[src/hdl/scrctl_regs.svh]
`ifndef SCRCTL_REGS_SVH
`define SCRCTL_REGS_SVH

// ==========================================================================
// Memory geometry
// ==========================================================================
`define SCRCTL_ADDR_W       4
`define SCRCTL_DATA_W       4
`define SCRCTL_WORDS        16

// ==========================================================================
// Clock and pin timing, in nanoseconds
// ==========================================================================
`define SCRCTL_CLK_NS       100
`define SCRCTL_T_ASETUP_NS  0
`define SCRCTL_T_AHOLD_NS   45
`define SCRCTL_T_DSETUP_NS  30
`define SCRCTL_T_WPULSE_NS  45
`define SCRCTL_T_ACCESS_NS  55

// ==========================================================================
// Conversion of a least time to whole cycles, never below one cycle
// ==========================================================================
`define SCRCTL_CYC(ns) ((((ns) + `SCRCTL_CLK_NS - 1) / `SCRCTL_CLK_NS) < 1 ? \
	1 : (((ns) + `SCRCTL_CLK_NS - 1) / `SCRCTL_CLK_NS))

`define SCRCTL_ASETUP_CYC   `SCRCTL_CYC(`SCRCTL_T_ASETUP_NS)
`define SCRCTL_AHOLD_CYC    `SCRCTL_CYC(`SCRCTL_T_AHOLD_NS)
`define SCRCTL_DSETUP_CYC   `SCRCTL_CYC(`SCRCTL_T_DSETUP_NS)
`define SCRCTL_WPULSE_CYC   `SCRCTL_CYC(`SCRCTL_T_WPULSE_NS)
`define SCRCTL_ACCESS_CYC   `SCRCTL_CYC(`SCRCTL_T_ACCESS_NS)

// ==========================================================================
// Wiring options, the default is straight wiring
// ==========================================================================
`define SCRCTL_ADDR_INV     4'h0
`define SCRCTL_ADDR_REV     1'b0
`define SCRCTL_DATA_REV     1'b0

`endif

[src/hdl/scrctl_pkg.sv]
`include "scrctl_regs.svh"

package scrctl_pkg;

	// ======================================================================
	// Types
	// ======================================================================
	typedef logic [`SCRCTL_ADDR_W-1:0] scrctl_addr_t;
	typedef logic [`SCRCTL_DATA_W-1:0] scrctl_data_t;
	typedef logic [7:0]                scrctl_cnt_t;

	typedef enum logic [2:0] {
		ST_IDLE   = 3'b000,
		ST_SETUP  = 3'b001,
		ST_PULSE  = 3'b010,
		ST_HOLD   = 3'b011,
		ST_ACCESS = 3'b100
	} scrctl_state_e;

endpackage : scrctl_pkg

[src/hdl/scrctl_host.sv]
// Operation
// - Address first, setup wait, select held low.
// - Address held stable after strobe release.
// - Same address pattern reaches same word always.
// - Address and data lines may be permuted.
`timescale 1ns/1ps

`include "scrctl_regs.svh"

module scrctl_host
	import scrctl_pkg::*;
#(
	parameter int                        ASETUP_CYC = `SCRCTL_ASETUP_CYC,
	parameter int                        AHOLD_CYC  = `SCRCTL_AHOLD_CYC,
	parameter int                        WPULSE_CYC = `SCRCTL_WPULSE_CYC,
	parameter int                        DSETUP_CYC = `SCRCTL_DSETUP_CYC,
	parameter int                        ACCESS_CYC = `SCRCTL_ACCESS_CYC,
	parameter logic [`SCRCTL_ADDR_W-1:0] ADDR_INV   = `SCRCTL_ADDR_INV,
	parameter logic                      ADDR_REV   = `SCRCTL_ADDR_REV,
	parameter logic                      DATA_REV   = `SCRCTL_DATA_REV
)
(
	input  wire  logic                     CLK,
	input  wire  logic                     RESET_N,
	input  wire  logic                     CMD_VALID,
	input  wire  logic                     CMD_WRITE,
	input  wire  scrctl_pkg::scrctl_addr_t CMD_ADDR,
	input  wire  scrctl_pkg::scrctl_data_t CMD_WDATA,
	output logic                           CMD_READY,
	output logic                           RSP_VALID,
	output scrctl_pkg::scrctl_data_t       RSP_RDATA,
	output scrctl_pkg::scrctl_addr_t       WORD_ADDR,
	output scrctl_pkg::scrctl_data_t       WRITE_DATA,
	output logic                           SELECT_N,
	output logic                           WRITE_N,
	input  wire  scrctl_pkg::scrctl_data_t READ_DATA_N
);
	import scrctl_pkg::*;

	// ======================================================================
	// Derived counts
	// ======================================================================
	localparam int PULSE_CYC = (WPULSE_CYC > DSETUP_CYC) ?
		WPULSE_CYC : DSETUP_CYC;
	localparam scrctl_cnt_t SET_LD = scrctl_cnt_t'(ASETUP_CYC - 1);
	localparam scrctl_cnt_t PUL_LD = scrctl_cnt_t'(PULSE_CYC - 1);
	localparam scrctl_cnt_t HLD_LD = scrctl_cnt_t'(AHOLD_CYC - 1);
	localparam scrctl_cnt_t ACC_LD = scrctl_cnt_t'(ACCESS_CYC - 1);

	scrctl_state_e state;
	scrctl_cnt_t   cnt;
	scrctl_addr_t  cur_addr;
	scrctl_data_t  cur_data;
	scrctl_addr_t  map_addr;
	scrctl_data_t  map_data;
	scrctl_data_t  map_rdata;
	logic          accept;
	logic          cnt_done;

	assign accept   = CMD_VALID && CMD_READY;
	assign cnt_done = (cnt == '0);

	// ======================================================================
	// Pin mapping of the incoming command and the returned read lines.
	// ======================================================================
	scrctl_map
	#(
		.ADDR_INV (ADDR_INV),
		.ADDR_REV (ADDR_REV),
		.DATA_REV (DATA_REV)
	)
	u_map
	(
		.addr_in    (CMD_ADDR),
		.data_in    (CMD_WDATA),
		.pin_data_n (READ_DATA_N),
		.addr_out   (map_addr),
		.data_out   (map_data),
		.rdata      (map_rdata)
	);

	// ======================================================================
	// Sequencer: one step per phase of a write or read cycle.
	// ======================================================================
	always_ff @(posedge CLK or negedge RESET_N)
	begin
		if (!RESET_N)
			state <= ST_IDLE;
		else
			unique case (state)
				ST_IDLE:
					if (accept)
						state <= CMD_WRITE ? ST_SETUP : ST_ACCESS;
				ST_SETUP:
					if (cnt_done)
						state <= ST_PULSE;
				ST_PULSE:
					if (cnt_done)
						state <= ST_HOLD;
				ST_HOLD:
					if (cnt_done)
						state <= ST_IDLE;
				ST_ACCESS:
					if (cnt_done)
						state <= ST_IDLE;
				default:
					state <= ST_IDLE;
			endcase
	end

	// Phase counter, loaded on entry to each timed phase.
	always_ff @(posedge CLK or negedge RESET_N)
	begin
		if (!RESET_N)
			cnt <= '0;
		else if (state == ST_IDLE && accept)
			cnt <= CMD_WRITE ? SET_LD : ACC_LD;
		else if (!cnt_done)
			cnt <= cnt - 8'h01;
		else if (state == ST_SETUP)
			cnt <= PUL_LD;
		else if (state == ST_PULSE)
			cnt <= HLD_LD;
	end

	// Address, data and the logical copy change only on acceptance, so
	// they stay stable through setup, pulse and hold.
	always_ff @(posedge CLK or negedge RESET_N)
	begin
		if (!RESET_N)
		begin
			WORD_ADDR  <= '0;
			WRITE_DATA <= '0;
			cur_addr   <= '0;
			cur_data   <= '0;
		end
		else if (accept)
		begin
			WORD_ADDR  <= map_addr;
			WRITE_DATA <= map_data;
			cur_addr   <= CMD_ADDR;
			cur_data   <= CMD_WDATA;
		end
	end

	// Select goes low with the address and high after hold or access.
	always_ff @(posedge CLK or negedge RESET_N)
	begin
		if (!RESET_N)
			SELECT_N <= 1'b1;
		else if (accept)
			SELECT_N <= 1'b0;
		else if ((state == ST_HOLD || state == ST_ACCESS) && cnt_done)
			SELECT_N <= 1'b1;
	end

	// Write strobe is low for the whole pulse phase only.
	always_ff @(posedge CLK or negedge RESET_N)
	begin
		if (!RESET_N)
			WRITE_N <= 1'b1;
		else if (state == ST_SETUP && cnt_done)
			WRITE_N <= 1'b0;
		else if (state == ST_PULSE && cnt_done)
			WRITE_N <= 1'b1;
	end

	// Ready drops on acceptance and returns when the cycle ends.
	always_ff @(posedge CLK or negedge RESET_N)
	begin
		if (!RESET_N)
			CMD_READY <= 1'b1;
		else if (accept)
			CMD_READY <= 1'b0;
		else if ((state == ST_HOLD || state == ST_ACCESS) && cnt_done)
			CMD_READY <= 1'b1;
	end

	// Completion pulse, and read data sampled after the access time.
	always_ff @(posedge CLK or negedge RESET_N)
	begin
		if (!RESET_N)
		begin
			RSP_VALID <= 1'b0;
			RSP_RDATA <= '0;
		end
		else
		begin
			RSP_VALID <= (state == ST_HOLD || state == ST_ACCESS) && cnt_done;
			if (state == ST_ACCESS && cnt_done)
				RSP_RDATA <= map_rdata;
		end
	end

	// ======================================================================
	// Checks on the pin sequence
	// ======================================================================
	localparam int RD_MAX = 300;

	scrctl_cnt_t low_cnt;

	// Length of the current write strobe, for the pulse check.
	always_ff @(posedge CLK or negedge RESET_N)
	begin
		if (!RESET_N)
			low_cnt <= '0;
		else if (!WRITE_N)
			low_cnt <= low_cnt + 8'h01;
		else
			low_cnt <= '0;
	end
endmodule : scrctl_host

[src/hdl/scrctl_map.sv]
`timescale 1ns/1ps

`include "scrctl_regs.svh"

// ==========================================================================
// Board wiring map between logical and pin bit order
// ==========================================================================
module scrctl_map
#(
	parameter logic [`SCRCTL_ADDR_W-1:0] ADDR_INV = `SCRCTL_ADDR_INV,
	parameter logic                      ADDR_REV = `SCRCTL_ADDR_REV,
	parameter logic                      DATA_REV = `SCRCTL_DATA_REV
)
(
	input  wire  scrctl_pkg::scrctl_addr_t addr_in,
	input  wire  scrctl_pkg::scrctl_data_t data_in,
	input  wire  scrctl_pkg::scrctl_data_t pin_data_n,
	output       scrctl_pkg::scrctl_addr_t addr_out,
	output       scrctl_pkg::scrctl_data_t data_out,
	output       scrctl_pkg::scrctl_data_t rdata
);
	import scrctl_pkg::*;

	genvar i;

	// ======================================================================
	// Address: the same map serves reads and writes, so any mix of true
	// and inverted lines, in straight or reversed order, reaches one physical word.
	// ======================================================================
	generate
		for (i = 0; i < `SCRCTL_ADDR_W; i++)
		begin : g_addr
			localparam int SRC = ADDR_REV ? (`SCRCTL_ADDR_W - 1 - i) : i;
			assign addr_out[i] = addr_in[SRC] ^ ADDR_INV[i];
		end
	endgenerate

	// ======================================================================
	// Data: write lines and read lines use one permutation, and the read
	// lines are inverting, so they are complemented on the way in.
	// ======================================================================
	generate
		for (i = 0; i < `SCRCTL_DATA_W; i++)
		begin : g_data
			localparam int SRC = DATA_REV ? (`SCRCTL_DATA_W - 1 - i) : i;
			assign data_out[i] = data_in[SRC];
			assign rdata[SRC]  = ~pin_data_n[i];
		end
	endgenerate

endmodule : scrctl_map

[config.mk]
export PLATFORM = sky130hd
export DESIGN_NAME = scrctl_host
export DESIGN_NICKNAME = d
export VERILOG_FILES = /design/src/hdl/scrctl_pkg.sv /design/src/hdl/scrctl_host.sv /design/src/hdl/scrctl_map.sv
export VERILOG_INCLUDE_DIRS = /design/src /design/src/hdl
export SDC_FILE = /design/constraint.sdc
export NUM_CORES = 1
export LEC_CHECK = 0
export ABC_CLOCK_PERIOD_IN_PS = 4400
export BUFFER_PORTS_ARGS = -buffer_cell sky130_fd_sc_hd__buf_2
export CAP_MARGIN = 20
export CELL_PAD_IN_SITES_DETAIL_PLACEMENT = 1
export CELL_PAD_IN_SITES_GLOBAL_PLACEMENT = 1
export CORE_AREA = 3 3 57 59
export CTS_BUF_LIST = sky130_fd_sc_hd__clkbuf_2
export DETAILED_ROUTE_END_ITERATION = 12
export DIE_AREA = 0 0 60 62
export PLACE_DENSITY = 0.84
export SYNTH_ARGS = -nofsm -noshare
export SYNTH_HDL_FRONTEND = slang
export SYNTH_SLANG_ARGS = --single-unit
[constraint.sdc]
create_clock -name CLK -period 4.4 [get_ports CLK]
set_clock_uncertainty 0.15 [all_clocks]
set_input_delay 0.44 -clock CLK [delete_from_list [all_inputs] [get_ports CLK]]
set_output_delay 0.44 -clock CLK [all_outputs]
set_load 0.05 [all_outputs]
# After elaboration in Yosys (flattened, before gate mapping)
# Cells that the tools add are included.
# W data, S select, Z words.
totals:
  ff_bits: 26
  input_bits: 16
  wordCells: 49
classes:
  add_sub_neg: 1
  n_eq_ne: 9
  mux: 14
  bitwise: 4
  reduce_logical: 13
ops:
  columns: ["operator", "n"]
  rows:
  - ["$mux W8", 4]
  - ["$mux W3", 5]
  - ["$pmux W3 S4", 1]
  - ["$logic_not A8 Y1", 1]
  - ["$sub A8 B1 Y8 const B", 1]
  - ["$eq A3 B2 Y1 const B", 2]
  - ["$logic_and A1 B1 Y1", 6]
  - ["$ne A2 B2 Y1 const B", 3]
  - ["$mux W1", 4]
  - ["$ne A4 B1 Y1 const B", 1]
  - ["$not A1 Y1", 4]
  - ["$reduce_and A4 Y1", 1]
  - ["$reduce_bool A2 Y1", 2]
  - ["$eq A3 B1 Y1 const B", 1]
  - ["$eq A3 B3 Y1 const B", 1]
  - ["$logic_not A3 Y1", 1]
  - ["$ne A2 B1 Y1 const B", 1]
  - ["$reduce_or A2 Y1", 1]
  - ["$logic_or A1 B1 Y1", 1]

# Longest topological paths before layout
logic_depth:
  ltp_word: 5
  depth_mapped: 7
  depth_no_buf: 6

# Modules after synthesis
# Synthesis repeated with hierarchy kept, for this count alone.
hier_totals:
  cells_unflattened: 119
  area_unflattened_um2: 1278.7
by_module_without_submodules:
  columns: ["module", "n_inst", "cells_each", "area_each_um2", "seq_area_each_um2"]
  rows:
  - ["scrctl_host", 1, 107, 1203.7, 653.1]
  - ["scrctl_map", 1, 12, 75.1, 0.0]

# Worst setup path after synthesis
# No wires, ideal clock.
synth_path:
  kind: "register to register"
  from: "register CMD_READY"
  to: "register cnt[3]"
  setup_time_ns: 0.078
  t_arrival_ns: 1.839
  t_required_ns: 4.172
  slack_ns: 2.333
  path_stages_with_launch: 6
  synth_period_minus_slack_ns: 2.067
  path_cell_list: "dfstp_2 a211oi_1 o311a_1 clkbuf_2 or3_2 a21oi_1"
synth_via:
  elab_chain_len: 3
  word_cells_on_any_way: 4
synth_rtl:
  columns: ["element", "line", "rtl"]
  rows:
  - ["from (decl)", "scrctl_host.sv:29", "output logic CMD_READY,"]
  - ["from (signal assigned)", "scrctl_host.sv:172", "CMD_READY <= 1'b1;"]
  - ["from (signal assigned)", "scrctl_host.sv:174", "CMD_READY <= 1'b0;"]
  - ["from (signal assigned)", "scrctl_host.sv:176", "CMD_READY <= 1'b1;"]
  - ["$logic_and A1 B1 Y1 (*)", "scrctl_host.sv:60", "assign accept = CMD_VALID && CMD_READY;"]
  - ["$logic_and A1 B1 Y1 (*)", "scrctl_host.sv:116", "else if (state == ST_IDLE && accept)"]
  - ["$ne A4 B1 Y1 (no line) / $mux W8 (equally long branches)", null, null]
  - ["to (signal assigned)", "scrctl_host.sv:117", "cnt <= CMD_WRITE ? SET_LD : ACC_LD;"]
  - ["to (signal assigned)", "scrctl_host.sv:119", "cnt <= cnt - 8'h01;"]
  - ["to (decl)", "scrctl_host.sv:51", "scrctl_cnt_t cnt;"]
# Every way passes the cells marked *; elsewhere a longest branch is shown, timed or not.
# A chain may end at the register's enable or synchronous reset.

# Worst setup path in the final report
layout_path:
  from: "register cnt[0]"
  to: "register cnt[4]"
layout_via:
  elab_chain_len: 3
  word_cells_on_any_way: 5
layout_rtl:
  columns: ["element", "line", "rtl"]
  rows:
  - ["$sub A8 B1 Y8 / $logic_not A8 Y1 (equally long branches)", "scrctl_host.sv:119, scrctl_host.sv:61", null]
  - ["$mux W8", "scrctl_host.sv:118", "else if (!cnt_done)"]
  - ["$mux W8", "scrctl_host.sv:116", null]
# Parallel ways exist; a longest one is shown, timed or not.

==> flow_summary.toml <==
[floorplan]
fp-row-count = 19
io-pin-count = 32
initial_utilization = 0.4387
die_area_sq_um = 3720
dieHeight_microns = 62
placeableCoreArea_sq_um = 2758
fp.dieW_microns = 60

[worst_setup_path]
cp.arrival_ns = 2.50
cp.buffers_inverters = 1
regToRegStartpoint = "cnt[0]"
regToRegSetupSlack_ns = 1.97
startpoint_type = "flip-flop"
timing.critical_path.slowest_stage_cell = "sky130_fd_sc_hd__a211oi_1"
number_of_cells_on_the_worst_reg_to_reg_path = 6
worst_path_required_ns = 4.47
worstPathCellList = "inv_1 > ha_1 > nor3b_2 > nand3b_1 > a211oi_1 > a21oi_1"
critical_path.endpoint_type = "flip-flop"
timing.critical_path.max_delay_family = "compound AO/OA/AOI/OAI gates"
critical_path_peak_fanout = 8
worst-setup-path-type = "flip-flop to flip-flop"
rr_endpoint = "cnt[4]"
critPathMaxStageDelay_ns = 0.76

[synthesis]
postSynthCellCount = 111
number_of_enable_flip_flop_cells_after_synthesis = 0
synth_top_cell_area_share = 0.4964
syn-num-nets = 128
synthDistinctLibCells = 37
syn_avg_cell_area_sq_um = 10.90
number_of_flip_flops_and_latches_in_the_synthesized_netlist = 26
synth_flop_cell = "sky130_fd_sc_hd__dfrtp_1"
synth_async_sr_flop_share = 1.000
synth_area_leaders = "sky130_fd_sc_hd__dfrtp_1 (50%), sky130_fd_sc_hd__mux2_2 (7.4%), sky130_fd_sc_hd__dfstp_2 (4.3%), sky130_fd_sc_hd__nand2_1 (4.3%), sky130_fd_sc_hd__o21ai_0 (3.7%)"
portion_of_the_post_synthesis_area_used_by_sequential_elements = 0.5398
synthesis.area_sq_um = 1210
ys_warn_count = 0
synth.largest_area_cell = "sky130_fd_sc_hd__dfrtp_1"

[clock_network]
worstSkewPairLatency_ns = 0.34
cts-resized-gates = 0
cts.reportedPaths.clkPinSlew_ns = 0.25
cts.sinks = 26
cts_made_buffers = 3
cts_root_buffer = "sky130_fd_sc_hd__clkbuf_2"
tritoncts = "done"
clk_path_buf_depth = 2
cts.htree.levels = 1

[global_routing]
grt_first_pass_wirelength_microns = 4726
grt_overflow_total = 0
grt_antenna_before_repair = 0
grt_pass1_vias = 1076
globalRouteTotalUtil = 0.1667
grt_start_max_net_pins = 27

[routing]
routed_vias = 966
route.antenna.remaining_nets = 0
post-route-drc-count = 0
wl_per_cell_microns = 16.19
viasPerCell = 5.616
first_pass_detailed_route_iteration_total = 4
route.final.wire_length_microns = 2785
initialDrtViolationCount = 31

[worst_hold_path]
min_delay_path_depth = 2
timing.hold.worst_endpoint = "RSP_RDATA[3]"
hold_path.class = "primary input to flip-flop"
hold_start = "READ_DATA_N[3]"

[timing]
fin_hold_viols = 0
timing.slew.headroom = 0.4222
setup-tns-final_ns = 0
min_period_over_period = 0.5529
finalSetupViolCount = 0
grt_setup_unrepaired = "no"
post-route-min-period_ns = 2.433
achievable-frequency_mhz = 411.1
pins_over_slew_limit = 0
transition_time_at_the_pin_with_the_least_slew_margin_ns = 0.8615

[pwr]
p_sw_uw = 78.38
power.clock.fraction = 0.374
total_power_uw = 401.5
seq_pwr_share = 0.597
switching_share = 0.1952
internal_power_uw = 323.1
irDropWorstVdd_mv = 0.1798
power_frac_comb = 0.029
power_per_cell_area_nw_per_um2 = 281.0
leakagePower_uw = 0.0006875

[finish]
n_antenna_cell = 0
flow.area_growth_from_synthesis_pct = 18.10
drive_above_1_share = 0.3617
nets = 159

[outcome]
outcome = "complete, no violations"

[job]
max_cap_viols = 0

[placed_design]
portBuffers = 31
finalWeightedCongestion = 0.7723
post_dp_hpwl_microns = 2099
==> kinds of logic after synthesis <==
kind of cell	count (synthesis)	share of synthesized area
and+or+nand+nor	39	0.1944
AOI/OAI and AO/OA	27	0.1396
DFF	26	0.5398
buffers and inverters	9	0.03413
muxes	8	0.07446
xor gates and xnor gates	1	0.007240
adders and majority gates	1	0.01034
==> registers in the layout (all words and copies together), names as in the netlist <==
signal and cells:
CMD_READY 1, cnt 8, WORD_ADDR 4, WRITE_DATA 4, state 3, WRITE_N 1
RSP_RDATA 4, RSP_VALID 1
==> layout by cell type (no fill, tap or decap), drive strengths merged, types with 2 or more instances in the layout <==
cell    count
buf        31
dfrtp      24
nand2      14
o21ai       9
a21oi       9
mux2        8
nor2        5
or3         5
inv         3
clkbuf      3
dfstp       2
and2        2
a211oi      2
o41ai       2
or4b        2
nor3        2
==> per-stage QoR <==
stage,hold slack [ns],cell area [sq um],instances,setup WS (ns),util
after floorplan,-0.005591,1210,111,2.333,-
after global placement,0.3069,1374,167,2.156,0.4982
after detailed placement,0.3270,1374,167,2.018,0.4982
after CTS,0.07643,1429,172,1.959,0.5181
after global routing,0.07114,1429,172,1.709,0.5181
final,0.09158,1429,172,1.967,0.5181
==> how the worst max path moves through the flow <==
| stage | startpoint | to | depth (start not counted) |
|---|---|---|---|
| 5_1_grt | cnt[0] | cnt[4] | 6 |
| 2_1_floorplan | CMD_READY | cnt[3] | 5 |
| 3_5_place_dp | cnt[0] | cnt[4] | 6 |
| 3_3_place_gp | cnt[0] | cnt[6] | 6 |
| 4_1_cts | cnt[0] | cnt[4] | 6 |
| 6_report | cnt[0] | cnt[4] | 6 |
==> timing repair <==
action / 4_1_cts / 5_1_grt
setup buffers: 0 / 0
hold endpoints to repair: 24 / 0
hold buffers: 1 / 0
==> power by group through the flow <==
stage	Sequential (uW)	Combinational, uW	Clock, uW
finish	240	11.7	150
global route	240	13.4	162
CTS	240	12.3	157
detailed placement	243	11.6	0
global placement	243	11.0	0
floorplan	244	0.0859	0
==> layer usage <==
layer | share of wire | vias to the layer above | GRT usage
li1 | - | 459 | -
met1 | 0.41 | 482 | 0.1990
met2 | 0.54 | 23 | 0.3086
met3 | 0.048 | 2 | 0.02686
met4 | 0.0057 | 0 | 0.04747
met5 | 0 | - | 0
==> area by class of cell <==
class                   count  area (sq um)
fillers                   322          1329
multi-input cells          76         515.5
clock buffers               3         15.01
clock inverters             1         30.03
inverters                   3         11.26
flip-flops and latches     26         653.1
repair buffers             32         165.2
well taps                  31         38.79
==> worst reg2reg max path, cell delays in order, from the launching register on <==
cell	delay, ns
sky130_fd_sc_hd__dfrtp_1	0.46
sky130_fd_sc_hd__inv_1	0.07
sky130_fd_sc_hd__ha_1	0.19
sky130_fd_sc_hd__nor3b_2	0.42
sky130_fd_sc_hd__nand3b_1	0.15
sky130_fd_sc_hd__a211oi_1	0.76
sky130_fd_sc_hd__a21oi_1	0.10
==> cells in the mapped netlist (2+ instances only) <==
library cell	instances
sky130_fd_sc_hd__and2_1	2
sky130_fd_sc_hd__clkbuf_1	2
sky130_fd_sc_hd__nor3_1	2
sky130_fd_sc_hd__nand2_1	14
sky130_fd_sc_hd__a211oi_1	2
sky130_fd_sc_hd__dfstp_2	2
sky130_fd_sc_hd__dfrtp_1	24
sky130_fd_sc_hd__or3_1	3
sky130_fd_sc_hd__nor2_1	5
sky130_fd_sc_hd__mux2_2	8
sky130_fd_sc_hd__inv_1	3
sky130_fd_sc_hd__a21oi_1	8
sky130_fd_sc_hd__or4b_1	2
sky130_fd_sc_hd__o41ai_1	2
sky130_fd_sc_hd__buf_2	2
sky130_fd_sc_hd__o21ai_0	9
Power figures use the tool's default switching activity.
